==> src/core/mpt_consts.vh <==
// Register map, field positions and reset values for the multi-PWM trip block
`ifndef MPT_CONSTS_VH
`define MPT_CONSTS_VH
// Printed offsets are not multiples of four: index, byte address = 4 * index
`define MPT_IDX_ENABLE 12'h079
`define MPT_IDX_GATING 12'h07a
`define MPT_IDX_TRIP 12'h07b
`define MPT_IDX_IRQ_STAT 12'h07c
`define MPT_IDX_IRQ_EN 12'h07d
`define MPT_IDX_IRQ_CLR 12'h07e
`define MPT_IDX_OUT_PORT 12'h07f
// Enable register fields
`define MPT_EN_PAIR 7
`define MPT_EN_TRIP 6
`define MPT_EN_MIRROR 5
`define MPT_EN_GEN_HI 4
`define MPT_EN_GEN_LO 1
`define MPT_EN_MULTI 0
// Gating register fields
`define MPT_GT_INV_HI 7
`define MPT_GT_INV_LO 6
`define MPT_GT_TRUE_HI 5
`define MPT_GT_TRUE_LO 4
`define MPT_GT_DT_HI 3
`define MPT_GT_DT_LO 0
`define MPT_GATE_AND 2'h1
`define MPT_GATE_OR 2'h2
// Trip register fields
`define MPT_TR_IN_HI 7
`define MPT_TR_IN_LO 4
`define MPT_TR_DRIVE 3
`define MPT_TR_LVL_TRUE 2
`define MPT_TR_LVL_INV 1
`define MPT_TR_FLAG 0
// Interrupt status bits
`define MPT_IRQ_TRIP 0
`define MPT_IRQ_CLEAR 1
`define MPT_RST_BYTE 8'h00
`endif

==> src/core/mpt_dead_time.v <==
// Dead-time delay for one complementary output pair
`timescale 1ns/1ps
`default_nettype none
module mpt_dead_time #(
  parameter CW = 4
) (
  input wire clock,
  input wire rst,
  input wire rawIn,
  input wire [CW-1:0] delayCount,
  output reg trueOut,
  output reg invOut
);
  reg [CW-1:0] cnt_r;
  reg level_r;

  // Rising edges of either side wait delayCount cycles after the partner falls
  always @(posedge clock) begin
    if (rst) begin
      cnt_r <= {CW{1'b0}};
      level_r <= 1'b0;
      trueOut <= 1'b0;
      invOut <= 1'b1;
    end else if (rawIn != level_r) begin
      level_r <= rawIn;
      trueOut <= 1'b0;
      invOut <= 1'b0;
      cnt_r <= delayCount;
      if (delayCount == {CW{1'b0}}) begin
        trueOut <= rawIn;
        invOut <= ~rawIn;
      end
    end else if (cnt_r != {CW{1'b0}}) begin
      cnt_r <= cnt_r - 1'b1;
      if (cnt_r == {{(CW-1){1'b0}}, 1'b1}) begin
        trueOut <= level_r;
        invOut <= ~level_r;
      end
    end else begin
      trueOut <= level_r;
      invOut <= ~level_r;
    end
  end
endmodule
`default_nettype wire

==> src/core/mpt_trip_control.v <==
// Multi-PWM trip, enable, gating and dead-time control with APB registers
// Function
// Enabled trip input event forces enabled outputs
// Any combination of inputs; one trips
// Per-input enable bit in trip register
// Trip sets detected flag to one
// Outputs held until software clears flag
// Global safe state per true/inverted group
// Enable bit 6 turns trip feature on
// Bit 7 enables inverted outputs too
// Generator, mirror and multi-output enable bits
// Bits 7:6 gate inverted outputs AND/OR
// Bits 5:4 gate true outputs AND/OR
// Dead time N cycles, 0 to 15
// Control registers reset zero, read/write
// Gating combines with port output bits
// Trip bits 7:4 enable inputs 3:0
// Bit 3 float, else bits 2/1 levels
// Dead time global to all pairs
// Synchronised trips force from next cycle; code sets the flag next cycle and forces the outputs the cycle after
// Software checks load before clearing flag
//
// Our own choice: the APB slave port.
`timescale 1ns/1ps
`default_nettype none
`include "mpt_consts.vh"
module mpt_trip_control #(
  parameter NCH = 4,
  parameter DTW = 4
) (
  input wire clock,
  input wire rst,
  input wire psel,
  input wire penable,
  input wire pwrite,
  input wire [31:0] paddr,
  input wire [31:0] pwdata,
  output reg [31:0] prdata,
  output wire pready,
  output wire pslverr,
  input wire [NCH-1:0] genRaw,
  input wire [NCH-1:0] tripIn,
  output reg [NCH-1:0] pwmTrueOut,
  output reg [NCH-1:0] pwmTrueOe_n,
  output reg [NCH-1:0] pwmInvOut,
  output reg [NCH-1:0] pwmInvOe_n,
  output wire irq
);
  // ----------------------------------------------------------------
  // Register bus
  // ----------------------------------------------------------------
  reg [7:0] enableCtl_r;
  reg [7:0] gatingCtl_r;
  reg [7:4] tripInEn_r;
  reg [3:1] tripCfg_r;
  reg tripFlag_r;
  reg [1:0] irqStat_r;
  reg [1:0] irqEn_r;
  reg [7:0] outPortT_r;
  reg [NCH-1:0] sync1_r;
  reg [NCH-1:0] sync2_r;
  wire [11:0] regIdx = paddr[13:2];
  wire wrEn = psel & penable & pwrite;
  wire rdEn = psel & penable & ~pwrite;
  wire hitEnable = regIdx == `MPT_IDX_ENABLE;
  wire hitGating = regIdx == `MPT_IDX_GATING;
  wire hitTrip = regIdx == `MPT_IDX_TRIP;
  wire hitStat = regIdx == `MPT_IDX_IRQ_STAT;
  wire hitIrqEn = regIdx == `MPT_IDX_IRQ_EN;
  wire hitClr = regIdx == `MPT_IDX_IRQ_CLR;
  wire hitPort = regIdx == `MPT_IDX_OUT_PORT;
  wire mapped = (hitEnable | hitGating | hitTrip | hitStat | hitIrqEn | hitClr | hitPort)
    & (paddr[1:0] == 2'h0) & (paddr[31:14] == 18'h00000);
  assign pready = 1'b1;
  assign pslverr = psel & penable & ~mapped;

  // ----------------------------------------------------------------
  // Trip detection
  // ----------------------------------------------------------------
  // Trip inputs cross from pins through two flip-flops
  always @(posedge clock) begin
    if (rst) begin
      sync1_r <= {NCH{1'b0}};
      sync2_r <= {NCH{1'b0}};
    end else begin
      sync1_r <= tripIn;
      sync2_r <= sync1_r;
    end
  end
  wire tripFeature = enableCtl_r[`MPT_EN_TRIP];
  wire tripEvent = tripFeature & (|(sync2_r & tripInEn_r)); // see see see see
  wire flagClearWr = wrEn & mapped & hitTrip & ~pwdata[`MPT_TR_FLAG];
  wire flagFall = tripFlag_r & flagClearWr & ~tripEvent;

  always @(posedge clock) begin
    if (rst) begin
      enableCtl_r <= `MPT_RST_BYTE;
      gatingCtl_r <= `MPT_RST_BYTE;
      tripInEn_r <= 4'h0;
      tripCfg_r <= 3'h0;
      tripFlag_r <= 1'b0;
      irqStat_r <= 2'h0;
      irqEn_r <= 2'h0;
      outPortT_r <= `MPT_RST_BYTE;
    end else begin
      if (wrEn & mapped & hitEnable) begin
        enableCtl_r <= pwdata[7:0];
      end
      if (wrEn & mapped & hitGating) begin
        gatingCtl_r <= pwdata[7:0];
      end
      if (wrEn & mapped & hitTrip) begin
        tripInEn_r <= pwdata[`MPT_TR_IN_HI:`MPT_TR_IN_LO];
        tripCfg_r <= pwdata[`MPT_TR_DRIVE:`MPT_TR_LVL_INV];
      end
      if (wrEn & mapped & hitIrqEn) begin
        irqEn_r <= pwdata[1:0];
      end
      if (wrEn & mapped & hitPort) begin
        outPortT_r <= pwdata[7:0];
      end
      // Set wins over a clearing write in the same cycle
      if (tripEvent) begin
        tripFlag_r <= 1'b1;
      end else if (flagClearWr) begin
        tripFlag_r <= 1'b0;
      end
      irqStat_r[`MPT_IRQ_TRIP] <= (irqStat_r[`MPT_IRQ_TRIP]
        & ~(wrEn & mapped & hitClr & pwdata[`MPT_IRQ_TRIP]))
        | (tripEvent & ~tripFlag_r);
      irqStat_r[`MPT_IRQ_CLEAR] <= (irqStat_r[`MPT_IRQ_CLEAR]
        & ~(wrEn & mapped & hitClr & pwdata[`MPT_IRQ_CLEAR])) | flagFall;
    end
  end
  assign irq = |(irqStat_r & irqEn_r);

  always @* begin
    prdata = 32'h00000000;
    if (rdEn & mapped) begin
      if (hitEnable) begin
        prdata[7:0] = enableCtl_r;
      end else if (hitGating) begin
        prdata[7:0] = gatingCtl_r;
      end else if (hitTrip) begin
        prdata[7:0] = {tripInEn_r, tripCfg_r, tripFlag_r};
      end else if (hitStat) begin
        prdata[1:0] = irqStat_r;
      end else if (hitIrqEn) begin
        prdata[1:0] = irqEn_r;
      end else if (hitPort) begin
        prdata[7:0] = outPortT_r;
      end
    end
  end

  // ----------------------------------------------------------------
  // Output path
  // ----------------------------------------------------------------
  wire multiOn = enableCtl_r[`MPT_EN_MULTI];
  wire mirrorOn = enableCtl_r[`MPT_EN_MIRROR];
  wire pairOn = enableCtl_r[`MPT_EN_PAIR];
  wire [NCH-1:0] genOn = enableCtl_r[`MPT_EN_GEN_HI:`MPT_EN_GEN_LO];
  wire [1:0] invGate = gatingCtl_r[`MPT_GT_INV_HI:`MPT_GT_INV_LO];
  wire [1:0] trueGate = gatingCtl_r[`MPT_GT_TRUE_HI:`MPT_GT_TRUE_LO];
  wire [DTW-1:0] deadTime = gatingCtl_r[`MPT_GT_DT_HI:`MPT_GT_DT_LO];
  wire floatSel = ~tripCfg_r[`MPT_TR_DRIVE];
  wire lvlTrue = ~tripCfg_r[`MPT_TR_LVL_TRUE];
  wire lvlInv = ~tripCfg_r[`MPT_TR_LVL_INV];
  wire tripActive = tripFeature & tripFlag_r;

  genvar g;
  generate
    for (g = 0; g < NCH; g = g + 1) begin : gCh
      wire srcRaw = mirrorOn ? genRaw[0] : genRaw[g];
      wire dtTrue;
      wire dtInv;
      reg gTrue;
      reg gInv;
      mpt_dead_time #(.CW(DTW)) uDead (
        .clock(clock),
        .rst(rst),
        .rawIn(srcRaw),
        .delayCount(deadTime),
        .trueOut(dtTrue),
        .invOut(dtInv)
      );
      always @* begin
        gTrue = dtTrue;
        gInv = dtInv;
        if (trueGate == `MPT_GATE_AND) begin
          gTrue = dtTrue & outPortT_r[g]; // see
        end else if (trueGate == `MPT_GATE_OR) begin
          gTrue = dtTrue | outPortT_r[g]; // see
        end
        if (invGate == `MPT_GATE_AND) begin
          gInv = dtInv & outPortT_r[g + NCH]; // see
        end else if (invGate == `MPT_GATE_OR) begin
          gInv = dtInv | outPortT_r[g + NCH]; // see
        end
      end
      wire chOn = multiOn & genOn[g];
      always @(posedge clock) begin
        if (rst) begin
          pwmTrueOut[g] <= 1'b0;
          pwmTrueOe_n[g] <= 1'b1;
          pwmInvOut[g] <= 1'b0;
          pwmInvOe_n[g] <= 1'b1;
        end else if (tripActive & chOn) begin
          pwmTrueOut[g] <= lvlTrue; // see see
          pwmTrueOe_n[g] <= floatSel;
          pwmInvOut[g] <= lvlInv;
          pwmInvOe_n[g] <= floatSel | ~pairOn;
        end else begin
          pwmTrueOut[g] <= gTrue;
          pwmTrueOe_n[g] <= ~chOn;
          pwmInvOut[g] <= gInv;
          pwmInvOe_n[g] <= ~(chOn & pairOn);
        end
      end
    end
  endgenerate
endmodule
`default_nettype wire

==> config.mk <==
export PLATFORM = sky130hd
export DESIGN_NAME = mpt_trip_control
export DESIGN_NICKNAME = d
export VERILOG_FILES = /design/src/core/mpt_dead_time.v /design/src/core/mpt_trip_control.v
export VERILOG_INCLUDE_DIRS = /design/src /design/src/core
export SDC_FILE = /design/constraint.sdc
export NUM_CORES = 1
export LEC_CHECK = 0
export BUFFER_PORTS_ARGS = -buffer_cell sky130_fd_sc_hd__buf_2
export CAP_MARGIN = 20
export CORE_MARGIN = 2
export CORE_UTILIZATION = 30
export CTS_CLUSTER_DIAMETER = 40
export DETAILED_ROUTE_END_ITERATION = 7
export SKIP_CTS_REPAIR_TIMING = 1
export SLEW_MARGIN = 0
export SYNTH_ARGS = -nofsm -noshare
export SYNTH_HDL_FRONTEND = slang
export SYNTH_SLANG_ARGS = --single-unit
==> constraint.sdc <==
create_clock -name clock -period 2.6 [get_ports clock]
set_input_delay 0.13 -clock clock [delete_from_list [all_inputs] [get_ports clock]]
set_output_delay 0.13 -clock clock [all_outputs]
set_load 0.05 [all_outputs]
==> run summary, run 1 <==
status -> finished, violations left
failing checks -> hold timing
first-pass GRT wire length -> 18800 um
Max-slew headroom -> 0.290
pre-CTS WS -> 0.190 ns
Fin. Hold Viols -> 1
GRT Total Usage -> 0.146
fill count -> 1422
Die Y -> 126 um
hold crit path type -> primary input to register
crit path max-delay cell type -> or4_1
Die X -> 126 um
CTS root buf -> clkbuf_16
crit path max fanout -> 8
Avg WL per Cell -> 15.0 um
gr ovfl total -> 0
leakage -> 2.21 nW
asr flop ratio synth -> 0
Final setup viols -> 0
cell chain of the critical path -> buf_2, or4_1, nor4b_1, nand4_1, buf_4, a21oi_1, buf_2
Die ar. -> 16000 um2
Setup Total Neg Slack -> 0 ns
PortBufs -> 78
RR Endpoint -> gCh[2].uDead.invOut$_SDFFE_PP1P_
PD cells -> 643 nW/um2
Min Hold Slack -> -0.00428 ns
I/O pins -> 128
Final Critical Period -> 2.38 ns
area grow syn2layout -> 17.5%
worst r2r src -> enableCtl_r[5]$_SDFFE_PP0P_
Final Non-Filler Cells -> 779
Primary FF master, synth -> dfxtp_1
Peak Freq -> 420 MHz
Detailed Place HPWL -> 8680 um
total power -> 3.39 mW
post-route cell area -> 5280 um2
RePlAce Congestion -> 0.883
insertion delay to the later sink of the worst-skew pair -> 0.34 ns
H-Tree Level Count -> 3
register area -> 1760 um2
detailed-route via count -> 3968
Sw Ratio -> 0.294
NumNets Final -> 676
part of the power in registers -> 0.432
Post-synth EDFFs -> 0
Synth Area in Adders -> 0.0251
TritonRoute pass-1 iters -> 4
XOR/XNOR share of the synthesized area -> 0.0214
post-synthesis cell area -> 4490 um2
crit path from -> paddr[11]
critical path endpoint -> prdata[5]
Pint -> 2.39 mW
area leader, netlist -> dfxtp_1
mux cell area share after synthesis -> 0.0983
Num CTS Buffers -> 9
CTS max path bufs -> 2
WL final -> 11700 um
Gate Count Post-Synth -> 521
register bit count reported by yosys -> 88
Cell Count Post-Placement -> 763
largest net degree at the start of global routing -> 42
power share of the clock group -> 0.388
Final Max Slew Viols -> 0
Clock Sinks -> 88
VDD IR-drop max -> 0.346 mV
clock slew at reported path FFs -> 0.07 ns
Worst Setup End Kind -> output port
Final Util -> 0.362
Crit Path Class -> primary input to output port
Reg2Reg Depth -> 4
Avg Cell Area, Syn -> 8.62 um2
required time worst endpoint -> 2.47 ns
post-synthesis simple-gate area fraction -> 0.211
ANT cells -> 0
unrepaired setup endpoints after global routing -> no
Cell variety after synth -> 58
layout cells sized above 1 -> 0.210
Max Cap Viol -> 0
Compound-Gate Fraction of Synth Area -> 0.160
Syn. warnings -> 0
FP Rows -> 44
Post-route DRC -> 0
Multi-input gate area -> 2430 um2
Area after DPL -> 4970 um2
sequential share of the synthesized area -> 0.392
Starting Density -> 0.308
Final ANT Viol Nets -> 0
Final Worst Setup Slack -> 0.221 ns
most frequent CP cell -> buf_2
vias per cell -> 5.09
core area -> 14600 um2
Least-Margin Pin Slew -> 1.06 ns
Psw -> 0.998 mW
Synth area leaders -> dfxtp_1, mux2i_1, nand2_1, a21oi_1, buf_4
crit-path max cell delay -> 0.63 ns
DRT iter0 DRCs -> 353
Yosys top cell area share -> 0.392
initial antenna violation count -> 0
vias in the first global route -> 3740
final worst-path cycle share -> 0.915
clock skew -> 0.00497 ns
CTS tree -> yes
CP Launch Type -> primary input
crit path DAT -> 2.25 ns
largest family of logic cells by synthesized area -> simple AND/OR/NAND/NOR gates
combinational share of power -> 0.180
flop-to-flop setup slack -> 0.45 ns
[cell usage after synthesis (6+ instances only)]
cell,instances
dfxtp_1,88
nand2_1,73
a21oi_1,45
mux2i_1,43
nor2_1,31
buf_4,27
clkbuf_1,20
nand3_1,16
o21ai_0,14
inv_1,13
nor2b_1,11
nor4_1,11
ha_1,9
xnor2_1,8
a22o_1,7
a211oi_1,6
a32oi_1,6
and3_1,6
nor3_1,6
[cell type report]
type | instances | share of cell area
tap | 184 | 0.0436
timing repair buffer | 93 | 0.0953
clock buffer | 9 | 0.0427
multi-input combinational | 385 | 0.460
clock inverter | 7 | 0.0149
sequential | 88 | 0.334
inverter | 13 | 0.00925
[sequential cells by signal, summed over array words and instances (netlist names), 8 cells and up]
register,cells
gCh.uDead.cnt_r,16
gatingCtl_r,8
outPortT_r,8
enableCtl_r,8
[critical path, delay by kind of cell]
family	cells	cell delay, ns
buffers and inverters	3	0.61
AO/OA/AOI/OAI	1	0.21
AND/OR/NAND/NOR	3	1.29
[layer usage]
metal / vias up / routed length (um) / track usage
li1: 1949 / - / -
met5: - / 0 / 0
met2: 126 / 5430 / 0.232
met3: 11 / 753 / 0.0316
met1: 1882 / 5340 / 0.195
met4: 0 / 187 / 0.0543
[worst min-delay path by stage]
stage	slack [ns]	start	cells past startpoint	endpoint
4_1_cts	-0.01	tripIn[3]	2	sync1_r[3]$_SDFF_PP0_
5_1_grt	0.02	tripIn[3]	2	sync1_r[3]$_SDFF_PP0_
2_1_floorplan	0.20	rst	1	sync2_r[0]$_SDFF_PP0_
3_3_place_gp	0.35	tripIn[0]	2	sync1_r[0]$_SDFF_PP0_
3_5_place_dp	0.35	tripIn[3]	2	sync1_r[3]$_SDFF_PP0_
6_report	-0.004	tripIn[3]	2	sync1_r[3]$_SDFF_PP0_
[cells by family after synthesis]
logic type | Yosys count
adder cells (fa/ha/maj) | 9
multiplexers | 44
AND/OR/NAND/NOR | 187
buffers and inverters | 71
XOR/XNOR | 11
other | 2
AO/OA/AOI/OAI | 109
flip-flops | 88
[cells in the final DEF (no fill, tap or decap), types with 6 or more instances in the layout]
cell type,instances
o21ai_0,14
xnor2_1,8
nor4_1,10
buf_4,15
nor2b_1,11
nor3_1,6
ha_1,9
mux2i_1,43
a22o_1,7
nand2_1,73
a211oi_1,6
a21oi_1,45
clkbuf_16,9
dfxtp_1,88
a32oi_1,6
nor2_1,31
buf_2,78
and3_1,6
nand3_1,16
inv_1,13
conb_1,25
[power groups by stage]
stage               clock [mW]  sequential, mW  combinational [mW]
global placement             0            1.49               0.583
finish                    1.32            1.46               0.611
floorplan                    0            1.52               0.473
global route              1.39            1.47               0.676
CTS                       1.33            1.46               0.611
detailed placement           0            1.49               0.608
No activity file was read; power rests on OpenSTA's default activity.
==> run 2, diff against run 1 <==
--- a/config.mk
+++ b/config.mk
@@ -16,4 +16,5 @@
 export SLEW_MARGIN = 0
 export SYNTH_ARGS = -nofsm -noshare
 export SYNTH_HDL_FRONTEND = slang
+export SYNTH_HIERARCHICAL = 1
 export SYNTH_SLANG_ARGS = --single-unit
==> run 2 against run 1 <==
The flow now finishes without violations. Final cell count up 2.8%. Combinational power grew 12%. Non-clock buffer count is 8 lower. Clock skew increased by 0.0014 ns. Sequential cell count did not move. Cell area is 5.8% higher. Core utilization rose by 0.30 points. Critical endpoint is now prdata[1]. Sequential share of layout area decreased by 1.8 points. Via count is 2.9% lower. Largest power group unchanged. Register-to-register slack improved by 0.39 ns. Area after synthesis grew 5.1%. Wire length down 0.46%.
==> run summary, run 2 <==
status -> complete, no violations
final worst-path cycle share -> 0.831 (-0.0841)
Detailed Place HPWL -> 8600 um (-1.0%)
NumNets Final -> 669 (-1.0%)
cell chain of the critical path -> buf_2, nor4b_4, and3_1, nand3b_1, o22a_1, nor3_1, buf_2
Die ar. -> 16800 um2 (+5.0%)
Yosys top cell area share -> 0.373 (-0.0191)
crit-path max cell delay -> 0.46 ns (-0.17 ns)
Syn. warnings -> 6 (+6)
clock skew -> 0.00636 ns (+0.00139 ns)
insertion delay to the later sink of the worst-skew pair -> 0.33 ns (about the same)
Avg Cell Area, Syn -> 9.33 um2 (+8.2%)
hold crit path type -> primary input to register
Clock Sinks -> 88 (unchanged)
initial antenna violation count -> 1 (+1)
max reg flops -> 16 (unchanged)
vias per cell -> 4.81 (-5.6%)
Pint -> 2.57 mW (+7.5%)
gr ovfl total -> 0 (unchanged)
vias in the first global route -> 3697 (-1.1%)
count leader, synth -> dfxtp_1
Psw -> 1.01 mW (+1.3%)
asr flop ratio synth -> 0 (unchanged)
DRT iter0 DRCs -> 290 (-18%)
Die Y -> 129 um (+2.5%)
Die X -> 129 um (+2.5%)
Max Cap Viol -> 0 (unchanged)
CTS root buf -> clkbuf_16
leakage -> 2.20 nW (-0.47%)
VDD IR-drop max -> 0.299 mV (-14%)
Cell Count Post-Placement -> 784 (+2.8%)
core area -> 15300 um2 (+5.0%)
clock slew at reported path FFs -> 0.06 ns (about the same)
layout cells sized above 1 -> 0.238 (+0.0276)
crit path max-delay cell type -> and3_1
crit path DAT -> 2.03 ns (-0.22 ns)
TritonRoute pass-1 iters -> 5 (+1)
FP Rows -> 45 (+2.3%)
Crit Path Class -> primary input to output port
Worst Setup End Kind -> output port
post-route cell area -> 5580 um2 (+5.8%)
most frequent cells in the layout -> dfxtp_1, buf_2, nor2_1
sequential share of the synthesized area -> 0.373 (-0.0191)
PortBufs -> 78 (unchanged)
Synth area leaders -> dfxtp_1, mux2i_1, buf_4, nor2_1, nor2b_1
H-Tree Level Count -> 3 (unchanged)
first-pass GRT wire length -> 19000 um (+1.3%)
CP top delay family -> simple AND/OR/NAND/NOR gates
RePlAce Congestion -> 0.849 (-3.9%)
register bit count reported by yosys -> 88 (unchanged)
Final Non-Filler Cells -> 801 (+2.8%)
Fin. Hold Viols -> 0 (-1)
Sw Ratio -> 0.282 (-0.0123)
Setup Total Neg Slack -> 0 ns (unchanged)
WL final -> 11700 um (-0.46%)
PD cells -> 642 nW/um2 (-0.15%)
most frequent CP cell -> buf_2
Starting Density -> 0.308 (+0.000443)
Final ANT Viol Nets -> 0 (unchanged)
CP Launch Type -> primary input
Peak Freq -> 463 MHz (+10%)
detailed-route via count -> 3853 (-2.9%)
part of the power in registers -> 0.415 (-0.017)
Final Worst Setup Slack -> 0.440 ns (+0.219 ns)
largest net degree at the start of global routing -> 42 (unchanged)
Least-Margin Pin Slew -> 0.666 ns (-0.390 ns)
commonest non-fill, non-tap cell in the layout -> dfxtp_1
area leader, netlist -> dfxtp_1
Post-synth EDFFs -> 0 (unchanged)
post-synthesis cell area -> 4720 um2 (+5.1%)
required time worst endpoint -> 2.47 ns (about the same)
Post-route DRC -> 0 (unchanged)
Final setup viols -> 0 (unchanged)
Area after DPL -> 5250 um2 (+5.6%)
area grow syn2layout -> 18.3%
unrepaired setup endpoints after global routing -> no
Num CTS Buffers -> 9 (unchanged)
Final Util -> 0.365 (+0.00296)
Cell variety after synth -> 59 (+1.7%)
Avg WL per Cell -> 14.6 um (-3.2%)
Gate Count Post-Synth -> 506 (-2.9%)
combinational share of power -> 0.192 (+0.012)
Final Critical Period -> 2.16 ns (-0.219 ns)
power share of the clock group -> 0.393 (+0.005)
CTS tree -> yes
I/O pins -> 128 (unchanged)
CP bufs+invs -> 2 (-1)
Synth top cells by count -> dfxtp_1, nor2_1, mux2i_1, nand2_1, buf_4
CTS max path bufs -> 2 (unchanged)
GRT Total Usage -> 0.144 (-0.00249)
pre-CTS WS -> 0.382 ns (+0.192 ns)
Primary FF master, synth -> dfxtp_1
largest register by flop count -> gCh.uDead/cnt_r
crit path max fanout -> 9 (+1)
Max-slew headroom -> 0.551 (+0.262)
Final Max Slew Viols -> 0 (unchanged)
-- run 2: cell count changes in the layout (fill, tap and decap cells not counted), moves of 8 or more --
cell and change:
nand2_1 -36, a21oi_1 -20, nor2_1 +19, nor2b_1 +14
buf_4 -9, inv_1 +8, o21ai_0 +8
-- run 2: logic make-up after synthesis --
kind of cell | synth area share
compound gates | 0.164
mux | 0.0922
fa+ha+maj | 0.0212
other cells | 0.00159
flops | 0.373
buf+inv | 0.0750
xor+xnor | 0.0297
simple gates | 0.244
-- run 2: routing by layer --
metal	global-route usage	part of all wire	wire length, um	vias up
met4	0.0550	0.014	163	0
met3	0.0268	0.055	641	10
li1	-	-	-	1929
met1	0.186	0.45	5230	1790
met2	0.238	0.48	5620	124
met5	0	0	0	-
-- run 2: power by group through the flow --
stage	Sequential, mW	Clock [mW]	Combinational, mW
after floorplan	1.54	0	0.530
after global placement	1.51	0	0.665
after detailed placement	1.52	0	0.688
after CTS	1.49	1.45	0.690
after global routing	1.50	1.52	0.755
final	1.49	1.41	0.687
-- run 2: cell type report --
cell class	count	area, um2
tap	211	264
inverter	21	78.8
fill	1536	9730
clock buffer	10	239
antenna	1	2.50
clock inverter	6	90.1
sequential	88	1760
multi-input combinational	379	2690
timing repair buffer	85	455
-- run 2: final timing paths --
check | from | to | slack, ns | cells past startpoint
setup / recovery | paddr[9] | prdata[1] | 0.44 | 7
hold / removal | tripIn[1] | sync1_r[1]$_SDFF_PP0_ | 0.01 | 2
setup reg to reg | enableCtl_r[5]$_SDFFE_PP0P_ | gCh[1].uDead/invOut$_SDFFE_PP1P_ | 0.84 | 4
hold reg to reg | sync1_r[2]$_SDFF_PP0_ | sync2_r[2]$_SDFF_PP0_ | 0.43 | 1
-- run 2: metrics by stage --
step | hold WS [ns] | total power [mW]
final | 0.0143 | 3.58
after CTS | 0.00167 | 3.62
after global routing | 0.0154 | 3.77
after floorplan | 0.199 | 2.07
after detailed placement | 0.355 | 2.21
after global placement | 0.363 | 2.18
